===== config.mk =====
export PLATFORM = sky130hd
export DESIGN_NAME = glcr_regs
export DESIGN_NICKNAME = d
export VERILOG_FILES = /design/src/pkg/glcr_pkg.sv /design/src/rtl/glcr_regs.sv /design/src/rtl/glcr_sync3.sv
export SDC_FILE = /design/constraint.sdc
export NUM_CORES = 1
export LEC_CHECK = 0
export CORE_MARGIN = 1.5
export CORE_UTILIZATION = 57
export CTS_CLUSTER_DIAMETER = 150
export DETAILED_ROUTE_END_ITERATION = 10
export DONT_BUFFER_PORTS = 1
export PLACE_DENSITY = 0.78
export SYNTH_ARGS = -nofsm -noshare
export SYNTH_HDL_FRONTEND = slang
export SYNTH_HIERARCHICAL = 1
export SYNTH_SLANG_ARGS = --single-unit

===== constraint.sdc =====
create_clock -name CLOCK -period 1.6 [get_ports CLOCK]
set_clock_uncertainty 0.05 [all_clocks]
set_input_delay 0.24 -clock CLOCK [delete_from_list [all_inputs] [get_ports CLOCK]]
set_output_delay 0.24 -clock CLOCK [all_outputs]
set_load 0.02 [all_outputs]

===== src/pkg/glcr_pkg.sv =====
// Constants for the global line-interface control register bank.
// Assumes an APB slave with 32-bit data, one register per aligned word.
package glcr_pkg;
   localparam int GLCR_NCH = 3;
   localparam int GLCR_AW = 8;
   // Printed offsets are register indices; byte address is four times the index
   localparam logic [5:0] IDX_APS_CTRL = 6'h00;
   localparam logic [5:0] IDX_CHAN_LO = 6'h01;
   localparam logic [5:0] IDX_CHAN_HI = 6'h1F;
   localparam logic [5:0] IDX_BLK_IEN = 6'h20;
   localparam logic [5:0] IDX_BLK_IST = 6'h21;
   localparam logic [5:0] IDX_RSV_LO = 6'h22;
   localparam logic [5:0] IDX_RSV_HI = 6'h3D;
   localparam logic [5:0] IDX_PART_ID = 6'h3E;
   localparam logic [5:0] IDX_CHIP_REV = 6'h3F;
   localparam int ADDR_LSB = 2;
   // Field positions in the redundancy control register
   localparam int RX_ON_LSB = 4;
   localparam int TX_ON_LSB = 0;
   localparam logic [7:0] APS_CTRL_WMASK = 8'h77;
   localparam logic [7:0] APS_CTRL_RST = 8'h00;
   localparam logic [7:0] BLK_IEN_RST = 8'h00;
   localparam logic [2:0] BLK_IEN_WMASK = 3'h7;
endpackage


===== src/rtl/glcr_regs.sv =====
// Global control register bank of a three-channel line interface unit.
// Assumes an APB master on CLOCK; per-channel bank sits outside on a side port.
//
// Functional notes
// - Redundancy control register at index 0x00, software read and write.
// - Block interrupt enable register at index 0x20, read and write.
// - Block interrupt status at index 0x21 is read-only; writes ignored.
// - Part number at 0x3E and chip revision at 0x3F, both read-only.
// - Indices 0x01-0x1F go to the channel bank; 0x22-0x3D are reserved.
// - Receive-on bits 6,5,4 for channels 2,1,0; one enables receive.
// - Receive-on zero powers down that channel's whole receive section.
// - Channel 2 transmit-on at bit 2; one enables its line driver while TX_ENABLE_PIN bit 2 is also high.
// - Channel 2 transmit-on zero tri-states both line output pins.
// - Transmit-on bits 1 and 0 for channels 1 and 0, same meaning.
`timescale 1ns/10ps
module glcr_regs
   import glcr_pkg::*;
#(
   parameter logic [7:0] PART_ID = 8'h5A, // Arbitrary value
   parameter logic [3:0] CHIP_REV = 4'h1  // Arbitrary value
) (
   input wire logic CLOCK,
   input wire logic RESET,
   input wire logic CLK_EN,
   input wire logic PSEL,
   input wire logic PENABLE,
   input wire logic PWRITE,
   input wire logic [GLCR_AW-1:0] PADDR,
   input wire logic [31:0] PWDATA,
   output logic [31:0] PRDATA,
   output logic PREADY,
   output logic PSLVERR,
   input wire logic [GLCR_NCH-1:0] TX_ENABLE_PIN,
   input wire logic [GLCR_NCH-1:0] CHAN_EVENT,
   output logic [GLCR_NCH-1:0] RX_SECTION_ON,
   output logic [GLCR_NCH-1:0] TX_DRIVER_EN,
   output logic CHAN_SEL,
   output logic CHAN_WRITE,
   output logic [4:0] CHAN_ADDR,
   output logic [7:0] CHAN_WDATA,
   input wire logic [7:0] CHAN_RDATA,
   output logic IRQ
);
   typedef struct packed {
      logic [7:0] aps_ctrl;
      logic [2:0] blk_ien;
      logic [2:0] blk_ist;
      logic [31:0] rdata;
      logic ready;
      logic slverr;
      logic [2:0] rx_on;
      logic [2:0] tx_en;
      logic chan_sel;
      logic chan_wr;
      logic [4:0] chan_addr;
      logic [7:0] chan_wdata;
      logic chan_wait;
      logic irq;
   } glcr_state_s;

   glcr_state_s st_q;
   glcr_state_s st_d;
   logic [GLCR_NCH-1:0] pin_en;
   logic [5:0] idx;
   logic acc;
   logic [2:0] rx_bits;
   logic [2:0] tx_bits;

   glcr_sync3 #(
      .W(GLCR_NCH)
   ) u_pin_sync (
      .clk(CLOCK),
      .rst(RESET),
      .ce(CLK_EN),
      .din(TX_ENABLE_PIN),
      .dout(pin_en)
   );

   assign idx = PADDR[ADDR_LSB +: 6];
   assign acc = PSEL && PENABLE && !st_q.ready;
   assign rx_bits = st_q.aps_ctrl[RX_ON_LSB +: GLCR_NCH];
   assign tx_bits = st_q.aps_ctrl[TX_ON_LSB +: GLCR_NCH];

   always_comb
   begin
      st_d = st_q;
      if (CLK_EN)
      begin
         st_d.ready = 1'b0;
         st_d.slverr = 1'b0;
         st_d.chan_sel = 1'b0;
         st_d.chan_wr = 1'b0;
         // Channel events are sticky; only reset clears them
         st_d.blk_ist = st_q.blk_ist | CHAN_EVENT;
         if (acc && !st_q.chan_wait)
         begin
            st_d.rdata = 32'h0000_0000;
            if (idx == IDX_APS_CTRL)
            begin
               st_d.ready = 1'b1;
               if (PWRITE)
               begin
                  st_d.aps_ctrl = PWDATA[7:0] & APS_CTRL_WMASK;
               end
               else
               begin
                  st_d.rdata = {24'h000000, st_q.aps_ctrl};
               end
            end
            else if (idx >= IDX_CHAN_LO && idx <= IDX_CHAN_HI)
            begin
               // One-cycle forward to the channel bank, answer on the next edge
               st_d.chan_sel = 1'b1;
               st_d.chan_wr = PWRITE;
               st_d.chan_addr = idx[4:0];
               st_d.chan_wdata = PWDATA[7:0];
               st_d.chan_wait = 1'b1;
            end
            else if (idx == IDX_BLK_IEN)
            begin
               st_d.ready = 1'b1;
               if (PWRITE)
               begin
                  st_d.blk_ien = PWDATA[2:0] & BLK_IEN_WMASK;
               end
               else
               begin
                  st_d.rdata = {29'h0000000, st_q.blk_ien};
               end
            end
            else if (idx == IDX_BLK_IST)
            begin
               st_d.ready = 1'b1;
               if (!PWRITE)
               begin
                  // Status is not writable; hardware sets, reads only report
                  st_d.rdata = {29'h0000000, st_q.blk_ist};
               end
            end
            else if (idx == IDX_PART_ID)
            begin
               st_d.ready = 1'b1;
               st_d.rdata = PWRITE ? 32'h0000_0000 : {24'h000000, PART_ID};
            end
            else if (idx == IDX_CHIP_REV)
            begin
               st_d.ready = 1'b1;
               st_d.rdata = PWRITE ? 32'h0000_0000 : {28'h0000000, CHIP_REV};
            end
            else
            begin
               // Reserved range 0x22-0x3D, the only indices left here: error, reads zero
               st_d.ready = 1'b1;
               st_d.slverr = 1'b1;
            end
         end
         else if (st_q.chan_wait)
         begin
            st_d.chan_wait = 1'b0;
            st_d.ready = 1'b1;
            st_d.rdata = st_q.chan_wr ? 32'h0000_0000 : {24'h000000, CHAN_RDATA};
         end
         st_d.rx_on = rx_bits;
         st_d.tx_en = tx_bits & pin_en;
         st_d.irq = |(st_q.blk_ist & st_q.blk_ien);
      end
   end

   always_ff @(posedge CLOCK)
   begin
      if (RESET)
      begin
         st_q <= '0;
         st_q.aps_ctrl <= APS_CTRL_RST;
         st_q.blk_ien <= BLK_IEN_RST[2:0];
      end
      else
      begin
         st_q <= st_d;
      end
   end

   assign PRDATA = st_q.rdata;
   assign PREADY = st_q.ready;
   assign PSLVERR = st_q.slverr;
   assign RX_SECTION_ON = st_q.rx_on;
   assign TX_DRIVER_EN = st_q.tx_en;
   assign CHAN_SEL = st_q.chan_sel;
   assign CHAN_WRITE = st_q.chan_wr;
   assign CHAN_ADDR = st_q.chan_addr;
   assign CHAN_WDATA = st_q.chan_wdata;
   assign IRQ = st_q.irq;

   property p_ctrl_write;
      @(posedge CLOCK) disable iff (RESET)
      (CLK_EN && acc && !st_q.chan_wait && PWRITE && idx == IDX_APS_CTRL)
         |=> (st_q.aps_ctrl == ($past(PWDATA[7:0]) & APS_CTRL_WMASK));
   endproperty
   a_ctrl_write: assert property (p_ctrl_write) else $error("control write lost");

   property p_ien_write;
      @(posedge CLOCK) disable iff (RESET)
      (CLK_EN && acc && !st_q.chan_wait && PWRITE && idx == IDX_BLK_IEN)
         |=> (st_q.blk_ien == $past(PWDATA[2:0]));
   endproperty
   a_ien_write: assert property (p_ien_write) else $error("enable write lost");

   property p_ist_ro;
      @(posedge CLOCK) disable iff (RESET)
      (CLK_EN && acc && PWRITE && idx == IDX_BLK_IST)
         |=> (st_q.blk_ist == ($past(st_q.blk_ist) | $past(CHAN_EVENT)));
   endproperty
   a_ist_ro: assert property (p_ist_ro) else $error("status cleared by write");

   property p_part_id;
      @(posedge CLOCK) disable iff (RESET)
      (CLK_EN && acc && !st_q.chan_wait && !PWRITE && idx == IDX_PART_ID)
         |=> (PREADY && PRDATA == {24'h000000, PART_ID});
   endproperty
   a_part_id: assert property (p_part_id) else $error("bad part id read");

   property p_chan_fwd;
      @(posedge CLOCK) disable iff (RESET)
      (CLK_EN && acc && !st_q.chan_wait && idx >= IDX_CHAN_LO && idx <= IDX_CHAN_HI)
         |=> (CHAN_SEL && CHAN_ADDR == $past(idx[4:0]) && !PREADY);
   endproperty
   a_chan_fwd: assert property (p_chan_fwd) else $error("channel access not forwarded");

   property p_rx_follow;
      @(posedge CLOCK) disable iff (RESET)
      CLK_EN |=> (RX_SECTION_ON == $past(rx_bits));
   endproperty
   a_rx_follow: assert property (p_rx_follow) else $error("receive enable mismatch");

   property p_tx_and;
      @(posedge CLOCK) disable iff (RESET)
      (CLK_EN && !pin_en[2]) |=> !TX_DRIVER_EN[2];
   endproperty
   a_tx_and: assert property (p_tx_and) else $error("driver on with pin low");

   property p_tx_off;
      @(posedge CLOCK) disable iff (RESET)
      (CLK_EN && tx_bits == 3'h0) |=> (TX_DRIVER_EN == 3'h0);
   endproperty
   a_tx_off: assert property (p_tx_off) else $error("driver on with bit clear");

   property p_reset_clear;
      @(posedge CLOCK)
      RESET |=> (st_q.aps_ctrl == 8'h00 && RX_SECTION_ON == 3'h0 && TX_DRIVER_EN == 3'h0);
   endproperty
   a_reset_clear: assert property (p_reset_clear) else $error("reset left control set");

   property p_ctrl_read;
      @(posedge CLOCK) disable iff (RESET)
      (CLK_EN && acc && !st_q.chan_wait && !PWRITE && idx == IDX_APS_CTRL)
         |=> (PREADY && PRDATA == {24'h000000, $past(st_q.aps_ctrl)});
   endproperty
   a_ctrl_read: assert property (p_ctrl_read) else $error("control read wrong");

   property p_ist_read;
      @(posedge CLOCK) disable iff (RESET)
      (CLK_EN && acc && !st_q.chan_wait && !PWRITE && idx == IDX_BLK_IST)
         |=> (PREADY && PRDATA == {29'h0000000, $past(st_q.blk_ist)});
   endproperty
   a_ist_read: assert property (p_ist_read) else $error("status read wrong");

   property p_chip_rev;
      @(posedge CLOCK) disable iff (RESET)
      (CLK_EN && acc && !st_q.chan_wait && !PWRITE && idx == IDX_CHIP_REV)
         |=> (PREADY && PRDATA == {28'h0000000, CHIP_REV});
   endproperty
   a_chip_rev: assert property (p_chip_rev) else $error("bad revision read");

   property p_rsv_err;
      @(posedge CLOCK) disable iff (RESET)
      (CLK_EN && acc && !st_q.chan_wait && idx >= IDX_RSV_LO && idx <= IDX_RSV_HI)
         |=> (PREADY && PSLVERR && PRDATA == 32'h0000_0000);
   endproperty
   a_rsv_err: assert property (p_rsv_err) else $error("reserved access not refused");

   property p_rsvd_bits;
      @(posedge CLOCK) disable iff (RESET)
      ((st_q.aps_ctrl & ~APS_CTRL_WMASK) == 8'h00);
   endproperty
   a_rsvd_bits: assert property (p_rsvd_bits) else $error("reserved control bit set");

   property p_tx_on;
      @(posedge CLOCK) disable iff (RESET)
      (CLK_EN && tx_bits[2] && pin_en[2]) |=> TX_DRIVER_EN[2];
   endproperty
   a_tx_on: assert property (p_tx_on) else $error("driver off with bit and pin set");

   property p_irq;
      @(posedge CLOCK) disable iff (RESET)
      CLK_EN |=> (IRQ == |($past(st_q.blk_ist) & $past(st_q.blk_ien)));
   endproperty
   a_irq: assert property (p_irq) else $error("interrupt level mismatch");
endmodule


===== src/rtl/glcr_sync3.sv =====
// Three-flop synchroniser for a pin-level input vector.
// Assumes the pin is asynchronous to CLOCK; stage one feeds stage two only.
`timescale 1ns/10ps
module glcr_sync3 #(
   parameter int W = 3
) (
   input wire logic clk,
   input wire logic rst,
   input wire logic ce,
   input wire logic [W-1:0] din,
   output logic [W-1:0] dout
);
   typedef struct packed {
      logic [W-1:0] s1;
      logic [W-1:0] s2;
      logic [W-1:0] s3;
      logic [W-1:0] val;
   } glcr_sync_s;

   glcr_sync_s st_q;
   glcr_sync_s st_d;

   always_comb
   begin
      st_d = st_q;
      if (ce)
      begin
         st_d.s1 = din;
         st_d.s2 = st_q.s1;
         st_d.s3 = st_q.s2;
         // Change counts only once stages two and three agree
         for (int i = 0; i < W; i++)
         begin
            if (st_q.s2[i] == st_q.s3[i])
            begin
               st_d.val[i] = st_q.s3[i];
            end
         end
      end
   end

   always_ff @(posedge clk)
   begin
      if (rst)
      begin
         st_q <= '0;
      end
      else
      begin
         st_q <= st_d;
      end
   end

   assign dout = st_q.val;
endmodule

* Yosys cells after proc, flatten, opt, wreduce, memory -nomap -nowiden
Cells that the tools add are included.
Storage, ports and cells: RAM bits 0, output and inout port bits 56, flip-flop bits (word level) 81, input port bits 60, memories kept 0, logic and storage cells 77, memory bits (read-only) 0, latch bits 0
Operators by class: $mul 0, equality and inequality tests 9, divide/modulo/power cells 0, shift-type cells 0, $add $sub $neg 0, order comparisons 2, muxes and demuxes 24, reductions and logical operators 17, bitwise operators 5
Operators with widths (count):
- $mux W33 | 3
- $mux W34 | 1
- $mux W16 | 2
- $mux W8 | 4
- $eq A6 B6 Y1 const B | 4
- $mux W15 | 1
- $mux W7 | 2
- $mux W1 | 9
- $reduce_and A2 Y1 | 4
- $reduce_and A4 Y1 | 2
- $and A3 B3 Y3 | 2
- $ge A6 B1 Y1 const B | 1
- $le A6 B5 Y1 const B | 1
- $logic_not A6 Y1 | 1
- $mux W3 | 2
- $reduce_and A6 Y1 | 1
- $logic_and A1 B1 Y1 | 4
- $eq A1 B1 Y1 | 3
- $or A3 B3 Y3 | 1
- $reduce_and A3 Y1 | 1
- $reduce_or A3 Y1 | 1
- $logic_not A1 Y1 | 2
- $ne A2 B1 Y1 const B | 1
- $ne A2 B2 Y1 const B | 1
- 2 further kinds | 3

* Depth between registers and ports, before layout
Gate-level depths: netlist (run 1).
depth in word-level cells 8, gate-level depth with buffers 6

* Hierarchy
Netlist (run 1), hierarchy kept.
By module, submodules not included:
- glcr_regs | cells an instance 257, area each 2280.9 µm², instances 1
- glcr_sync3 | cells an instance 51, area each 534.3 µm², instances 1

* Worst setup path after synthesis (run 1)
OpenSTA, ideal clock, no wires.
kind input port to flip-flop, start point in PADDR[3], end point reg st_q, in the netlist CHAN_ADDR[0], slack -0.169 ns, required time 1.422 ns, cell stages on the path 6, setup time 0.128 ns, data arrival time 1.592 ns, path buffers 2, path through or4_4 > buf_6 > o2111ai_1 > buf_4 > mux2i_1 > nor2_1
On the way: word-level cells in the longest chain between the ends 3, elaborated cells between the ends (all ways) 6, those cells by class order compare: 2; bitwise: 1; reduce/logical: 3
Ends and longest elaborated chain:
- start: declaration | line glcr_regs.sv:28 | input wire logic [GLCR_AW-1:0] PADDR,
- $ge A6 B1 Y1, or another cell as far along | line glcr_regs.sv:110 | else if (idx >= IDX_CHAN_LO && idx <= IDX_CHAN_HI)
- $logic_and A1 B1 Y1 / $not A1 Y1 (equally long branches)
- $reduce_and A4 Y1 (no source line) *
- end signal: assignment | line glcr_regs.sv:179 | st_q <= st_d;
- end: declaration | line glcr_regs.sv:61 | glcr_state_s st_q;
Every way passes the cells marked *; elsewhere a longest branch is shown, timed or not. A chain may end at the register's enable or synchronous reset.

* Worst setup path in the final report (run 1)
start point reg st_q[1] in the netlist's numbering, end point reg st_q, in the netlist CHAN_WDATA[5]
On the way: word-level cells in the longest chain between the ends 3
Ends and longest elaborated chain:
- $logic_not A1 Y1 | line glcr_regs.sv:95 | if (acc && !st_q.chan_wait)
- $logic_and A1 B1 Y1 | line glcr_regs.sv:95
- $reduce_and A4 Y1 (no source line)
Every way passes these cells.

==> impl_summary.txt, run 1 <==
----------------------------------------------------
[Critical path]
  Crit path kind ... reg -> reg
  Critical Path Most Common Cell ... sky130_fd_sc_hd__buf_12
  Total buffers and inverters traversed by the critical path ... 2
  Maximum fanout count along the critical path ... 12
  Crit path max-delay family ... simple AND/OR/NAND/NOR gates
  R2R cell count ... 6
  Worst Path Required ... 1760 ps
  Arrival time at the worst endpoint ... 1740 ps
  CP max stage delay ... 360 ps
  Startpoint type of the worst setup path ... register
  WP depth ... 6
  Crit. End Element ... register
  Cell Chain, Critical Path ... nor4bb_2 -> o2111ai_2 -> buf_12 -> buf_12 -> nand3b_1 -> o21ai_0
  Slowest CP cell ... sky130_fd_sc_hd__nor4bb_2

[STA]
  Achievable Freq ... 0.6353 GHz
  Setup TNS ... 0 ps
  Max Transition Viols Final ... 0
  Hold Violations, Final ... 0
  Worst hold-check slack ... 8.431 ps
  Final clock period utilization by the worst path ... 98.38%
  Final critical delay including setup and external delays ... 1574 ps
  Setup Viol. Count Final ... 0

[Floorplan]
  Vertical extent of the die ... 73.28 um
  Num rows ... 25
  Starting density of the core ... 59.21%
  Die X-Extent ... 73.28 um
  Boundary Pins ... 116
  Total Die Area ... 0.005369 mm2
  Floorplan Core Area ... 0.004755 mm2

[Place]
  Post-placement cell area ... 0.002594 mm2
  Placed instance count ... 340
  Final GP Congestion ... 0.7628
  Port-buffer cells ... 0
  DP HPWL ... 3473 um

[Yosys]
  Most frequently used flop master after synthesis ... sky130_fd_sc_hd__dfxtp_1
  Average instance area after synthesis ... 9.140 um2
  Count of different cell masters after synthesis ... 38
  Combined area of all synthesized cells ... 0.002815 mm2
  Number of enable-type register cells in the synthesized netlist ... 0
  Largest cells by area after synthesis ... sky130_fd_sc_hd__dfxtp_1 (41%), sky130_fd_sc_hd__buf_4 (15%), sky130_fd_sc_hd__mux2i_1 (9.2%)
  Fraction of synthesized cell area taken by the top area cell type ... 40.53%
  Async set-or-reset flop fraction in the synthesized netlist ... 0%
  Sequential fraction of the synthesis area ... 40.53%
  Cell accounting for the most synthesized area ... sky130_fd_sc_hd__dfxtp_1
  Number of warnings issued by yosys ... 6
  Gate Count Post-Synth ... 308
  Flip-flop and latch count after synthesis ... 57

[Route]
  Number of nets with antenna violations after detailed routing ... 0
  Via count ... 1927
  Violation count after the first detailed-route iteration ... 60
  Number of detailed-route iterations in the first pass ... 4
  Total length of routed wires ... 5427 um
  Routed wire per std cell ... 14.75 um
  Post-route DRC violation count ... 0
  Via-per-instance ratio ... 5.236

[Pwr]
  Combinational share of power ... 7.8%
  Overall power ... 3.061 mW
  Sw power ... 0.7136 mW
  Flop pwr share ... 49.1%
  Internal Pwr Total ... 2.347 mW
  Clock group share of total power ... 43.2%
  P_leak ... 1.206 nW
  Switching share of total power ... 23.31%
  Pwr per Cell Area ... 1036 mW/mm2
  Largest vdd supply drop ... 0.0007016 V

[Global route]
  Number of global-route vias before repair ... 1784
  Pin count of the biggest net entering global routing ... 44
  Grt ovf ... 0
  Antenna violations before repair ... 0
  Global-route wire length before repair ... 8169 um
  Tot GR Track Use ... 20.85%

[Layout]
  Number of diodes added for antenna fixing ... 0
  Final net count ... 357
  Commonest non-fill, non-tap cells in the layout ... sky130_fd_sc_hd__dfxtp_1 (56), sky130_fd_sc_hd__nor2_1 (35), sky130_fd_sc_hd__mux2i_1 (26), sky130_fd_sc_hd__nand2b_1 (26), sky130_fd_sc_hd__conb_1 (24)
  FILL cells ... 427
  Fraction of layout cells with a size suffix above 1 ... 13.95%
  Total non-filler cell area in the finished layout ... 0.002954 mm2
  Most common cell after layout, fill and taps aside ... sky130_fd_sc_hd__dfxtp_1
  Area Growth Syn to Fin ... 4.933%
  Number of non-filler instances in the completed layout ... 368

[Clocking]
  CTS root buf ... sky130_fd_sc_hd__clkbuf_8
  Clock slew seen by the registers of the worst setup and hold paths ... 60 ps
  Number of buffers created by CTS ... 9
  Clock latency at the later pin of the worst-skew pair ... 330 ps
  TritonCTS sink count ... 57
  H-Tree Level Count ... 3
  Number of buffers on the longest clock path ... 2
  TritonCTS clock tree ... done

[Hold path]
  Worst hold path depth ... 2
  Worst hold path type ... in -> reg

[Flow run]
  Max-cap check violation count ... 0

[Outcome]
  Status ... finished, final reports clean

----------------------------------------------------
[stage by stage]
step                      worst slack [ps]  util (%)
after global routing                -61.21     62.13
after floorplan                     -127.2         -
after detailed placement            -205.6     54.55
after global placement              -142.5     54.55
after CTS                          -0.6770     61.34
final                                25.86     62.13
[timing repair]
action,4_1_cts,5_1_grt
setup buffers,2,2
hold buffers,9,0
resized for setup,2,4
gates cloned,0,0
setup endpoints to repair,3,11
pin swaps,4,3
endpoints found under the hold margin,42,0
[flip-flops by register name, indices dropped and copies added, names as in the netlist]
name / cells
TX_DRIVER_EN: 3
PSLVERR: 1
CHAN_SEL: 1
IRQ: 1
RX_SECTION_ON: 3
u_pin_sync/dout: 3
PREADY: 1
st_q: 10
u_pin_sync/st_q: 9
CHAN_WRITE: 1
rx_bits: 3
CHAN_ADDR: 5
PRDATA: 8
CHAN_WDATA: 8
[per-layer routing]
metal / vias to the layer above / GRT usage (%) / share of wire (%) / wire length [um]
met5: - / 0 / 0 / 0
met4: 0 / 11.53 / 2.2 / 119
met3: 12 / 8.368 / 8.2 / 444
met2: 74 / 33.64 / 48 / 2612
met1: 885 / 23.38 / 41 / 2252
li1: 956 / - / - / -
[synthesized netlist by cell type, types with 2 or more instances]
master / instances
sky130_fd_sc_hd__clkbuf_1: 8
sky130_fd_sc_hd__a311oi_1: 2
sky130_fd_sc_hd__nor2b_1: 2
sky130_fd_sc_hd__o32ai_1: 2
sky130_fd_sc_hd__a211oi_1: 6
sky130_fd_sc_hd__inv_1: 6
sky130_fd_sc_hd__nor2_1: 35
sky130_fd_sc_hd__buf_4: 55
sky130_fd_sc_hd__o21ai_0: 9
sky130_fd_sc_hd__a21oi_1: 20
sky130_fd_sc_hd__dfxtp_1: 57
sky130_fd_sc_hd__nor3_1: 2
sky130_fd_sc_hd__nand2b_1: 26
sky130_fd_sc_hd__mux2i_1: 26
sky130_fd_sc_hd__a22oi_1: 3
sky130_fd_sc_hd__nand4_1: 3
sky130_fd_sc_hd__buf_6: 3
sky130_fd_sc_hd__nand3b_1: 6
sky130_fd_sc_hd__nand3_1: 8
sky130_fd_sc_hd__nand2_1: 9
sky130_fd_sc_hd__a221oi_1: 3
[power groups by stage]
stage / Clock (mW) / Combinational [mW] / Sequential (mW)
floorplan: 0 / 0.287 / 1.51
global placement: 0 / 0.183 / 1.53
detailed placement: 0 / 0.186 / 1.53
CTS: 1.35 / 0.231 / 1.50
global route: 1.41 / 0.259 / 1.51
finish: 1.32 / 0.237 / 1.50
[worst paths after layout]
kind	endpoint	slack, ps	startpoint
max reg2reg	CHAN_WDATA[5]	30	st_q[1]
min reg2reg	u_pin_sync/dout[1]	420	u_pin_sync/st_q[4]
min	u_pin_sync/st_q[9]	8	TX_ENABLE_PIN[0]
max	CHAN_WDATA[5]	30	st_q[1]
[worst register-to-register path, stage by stage, from the launching register on]
cell                        delay [ps]
sky130_fd_sc_hd__dfxtp_2           340
sky130_fd_sc_hd__nor4bb_2          360
sky130_fd_sc_hd__o2111ai_2         220
sky130_fd_sc_hd__buf_12            210
sky130_fd_sc_hd__buf_12            130
sky130_fd_sc_hd__nand3b_1           70
sky130_fd_sc_hd__o21ai_0            80
[cells by family (layout without fill, tap and decap cells)]
family	after synthesis	in the layout	share of synthesized area, %
other	1	24	0.1332
buffers and inverters	75	45	18.76
DFF	57	57	40.53
and+or+nand+nor	99	99	19.87
AOI/OAI and AO/OA	50	50	11.47
muxes	26	26	9.244
[area by class of cell]
type	instances	area [um2]	area share (%)
Tap cell	67	83.83	2.838
Clock inverter	3	40.04	1.355
Timing Repair Buffer	24	237.7	8.047
Multi-Input combinational cell	199	1272	43.08
Sequential cell	57	1142	38.67
Inverter	6	22.52	0.7624
Clock buffer	12	155.1	5.252
Power figures use the tool's default switching activity.
==> run 2, diff against run 1 <==
CELL_PAD_IN_SITES_DETAIL_PLACEMENT = 0   (was default)
CELL_PAD_IN_SITES_GLOBAL_PLACEMENT = 1   (was default)
CORE_UTILIZATION = 41   (was 57)
==> impl_summary.txt, run 2 (synthesized netlist as in run 1, its figures left out) <==
----------------------------------------------------
[Outcome]
  Status ... finished, final reports clean

[Place]
  DP HPWL ... 3657 um (+5.3%)
  Post-placement cell area ... 0.002640 mm2 (+1.8%)
  Final GP Congestion ... 0.7780 (+2.0%)
  Port-buffer cells ... 0 (unchanged)

[Clocking]
  Number of buffers on the longest clock path ... 2 (unchanged)
  TritonCTS sink count ... 57 (unchanged)
  Clock slew seen by the registers of the worst setup and hold paths ... 70 ps (about the same)
  TritonCTS clock tree ... done
  CTS root buf ... sky130_fd_sc_hd__clkbuf_8
  H-Tree Level Count ... 3 (unchanged)
  Number of buffers created by CTS ... 9 (unchanged)
  Clock latency at the later pin of the worst-skew pair ... 340 ps (about the same)

[STA]
  Setup Viol. Count Final ... 0 (unchanged)
  Slew at the pin closest to its max-slew limit ... 928.5 ps
  Hold Violations, Final ... 0 (unchanged)
  RSZ-0062 raised after global routing ... yes
  Max Transition Viols Final ... 0 (unchanged)
  Setup TNS ... 0 ps (unchanged)
  Final critical delay including setup and external delays ... 1534 ps (-39.97 ps)
  Max-slew headroom ... 38.10%
  Final clock period utilization by the worst path ... 95.89% (-2.5 points)
  Achievable Freq ... 0.6518 GHz (+2.6%)
  Worst hold-check slack ... 19.17 ps (+10.74 ps)

[Floorplan]
  Total Die Area ... 0.007373 mm2 (+37%)
  Starting density of the core ... 41.90% (-17 points)
  Num rows ... 30 (+20%)
  Vertical extent of the die ... 85.87 um (+17%)
  Floorplan Core Area ... 0.006719 mm2 (+41%)
  Die X-Extent ... 85.87 um (+17%)
  Boundary Pins ... 116 (unchanged)

[Pwr]
  P_leak ... 1.301 nW (+7.9%)
  Clock group share of total power ... 44.7% (+1.5 points)
  Largest vdd supply drop ... 0.0004866 V (-31%)
  Flop pwr share ... 46.7% (-2.4 points)
  Pwr per Cell Area ... 1017 mW/mm2 (-1.9%)
  Combinational share of power ... 8.6% (+0.8 points)
  Switching share of total power ... 24.00% (+0.69 points)
  Sw power ... 0.7712 mW (+8.1%)
  Internal Pwr Total ... 2.442 mW (+4.0%)

[Route]
  Number of nets with antenna violations after detailed routing ... 0 (unchanged)
  Via count ... 1998 (+3.7%)
  Routed wire per std cell ... 15.08 um (+2.3%)
  Total length of routed wires ... 5972 um (+10%)
  Via-per-instance ratio ... 5.045 (-3.6%)
  Number of detailed-route iterations in the first pass ... 4 (unchanged)
  Post-route DRC violation count ... 0 (unchanged)
  Violation count after the first detailed-route iteration ... 71 (+18%)

[Layout]
  Commonest non-fill, non-tap cells in the layout ... sky130_fd_sc_hd__dfxtp_1 (55), sky130_fd_sc_hd__nor2_1 (35), sky130_fd_sc_hd__mux2i_1 (26), sky130_fd_sc_hd__nand2b_1 (26), sky130_fd_sc_hd__conb_1 (24)
  Final net count ... 371 (+3.9%)
  FILL cells ... 664 (+56%)
  Flip-flop count of the largest register after layout ... 10 (unchanged)
  Most common cell after layout, fill and taps aside ... sky130_fd_sc_hd__dfxtp_1
  Number of diodes added for antenna fixing ... 0 (unchanged)
  Total non-filler cell area in the finished layout ... 0.003161 mm2 (+7.0%)
  Largest Register ... st_q
  Fraction of layout cells with a size suffix above 1 ... 15.51% (+1.6 points)
  Largest registers ... st_q x10, u_pin_sync/st_q x9
  Area Growth Syn to Fin ... 12.27%

[Critical path]
  Crit path kind ... reg -> reg
  Slowest CP cell ... sky130_fd_sc_hd__dfxtp_4
  Critical Path Most Common Cell ... sky130_fd_sc_hd__buf_12
  Setup slack of the most critical reg-to-reg path ... 70 ps (+40 ps)
  Endpoint of the worst-slack reg-to-reg timing path ... CHAN_WDATA[1]
  CP max stage delay ... 360 ps (about the same)
  Cell Chain, Critical Path ... nor4bb_4 -> buf_4 -> o2111ai_4 -> buf_12 -> buf_12 -> nand3b_1 -> o21ai_0
  R2R cell count ... 7 (+1)
  Startpoint type of the worst setup path ... register
  Arrival time at the worst endpoint ... 1710 ps (-30 ps)
  R2r startpoint ... st_q[1]
  Maximum fanout count along the critical path ... 9 (-3)
  Crit. End Element ... register
  Startpoint of the worst setup timing path ... st_q[1]
  Worst Path Required ... 1770 ps (about the same)

[Global route]
  Number of global-route vias before repair ... 1888 (+5.8%)
  Tot GR Track Use ... 16.61% (-4.2 points)
  Antenna violations before repair ... 0 (unchanged)
  Global-route wire length before repair ... 9177 um (+12%)
  Pin count of the biggest net entering global routing ... 43 (-2.3%)
  Grt ovf ... 0 (unchanged)

[Flow run]
  Max-cap check violation count ... 0 (unchanged)

[Hold path]
  Worst hold path type ... in -> reg
  Launch point of the worst hold path ... PWDATA[5]
  Worst hold path depth ... 2 (unchanged)
  Hold worst-path end ... CHAN_WDATA[5]

----------------------------------------------------
==> run 2: area by class of cell <==
type	count	area, um2	share of cell area, %
clock buffers	9	123.9	3.919
clock inverters	7	85.08	2.692
inverters	6	22.52	0.7126
multi-input cells	199	1291	40.86
flip-flops and latches	57	1146	36.26
well taps	80	100.1	3.167
repair buffers	38	391.6	12.39
==> run 2: power groups by stage <==
stage	Combinational [mW]	Sequential, mW	Clock, mW
after floorplan	0.287	1.51	0
after global placement	0.190	1.53	0
after detailed placement	0.192	1.53	0
after CTS	0.259	1.50	1.48
after global routing	0.302	1.50	1.55
final	0.275	1.50	1.44
==> run 2: what timing repair did <==
item	4_1_cts	5_1_grt
gates cloned	0	1
endpoints found under the hold margin	42	0
buffers inserted	0	3
pin swaps	1	6
gates resized for setup	0	15
hold buffers	19	0
endpoints found under the setup margin	1	24
==> run 2: worst max-delay path by stage <==
stage | slack, ps | endpoint | depth (start not counted)
after floorplan | -130 | PRDATA[1] | 5
after global placement | -140 | PRDATA[2] | 4
after detailed placement | -160 | PRDATA[2] | 4
after CTS | 0.4 | CHAN_WDATA[6] | 7
after global routing | -20 | PRDATA[0] | 5
final | 70 | CHAN_WDATA[1] | 7
==> run 2: stage by stage <==
stage,utilization [%],worst slack [ps],instances,total power [mW]
final,47.04,65.83,396,3.213
after floorplan,-,-127.2,331,1.795
after global placement,39.29,-143.2,357,1.722
after global routing,47.04,-19.61,396,3.358
after CTS,45.38,0.3815,392,3.244
after detailed placement,39.29,-161.8,357,1.724
==> run 2: worst max-delay path: cells and delay by family, from the launching register on <==
kind            cells  cell delay [ps]
compound gates      2              200
simple gates        2              350
buf+inv             3              470
flops               1              360
==> run 2: per-layer routing <==
metal	global-route usage [%]	part of all wire, %	vias to the layer above
met3	7.603	7.3	9
met4	7.918	1.3	0
met5	0	0	-
met2	25.41	46	71
met1	19.81	46	933
li1	-	-	985
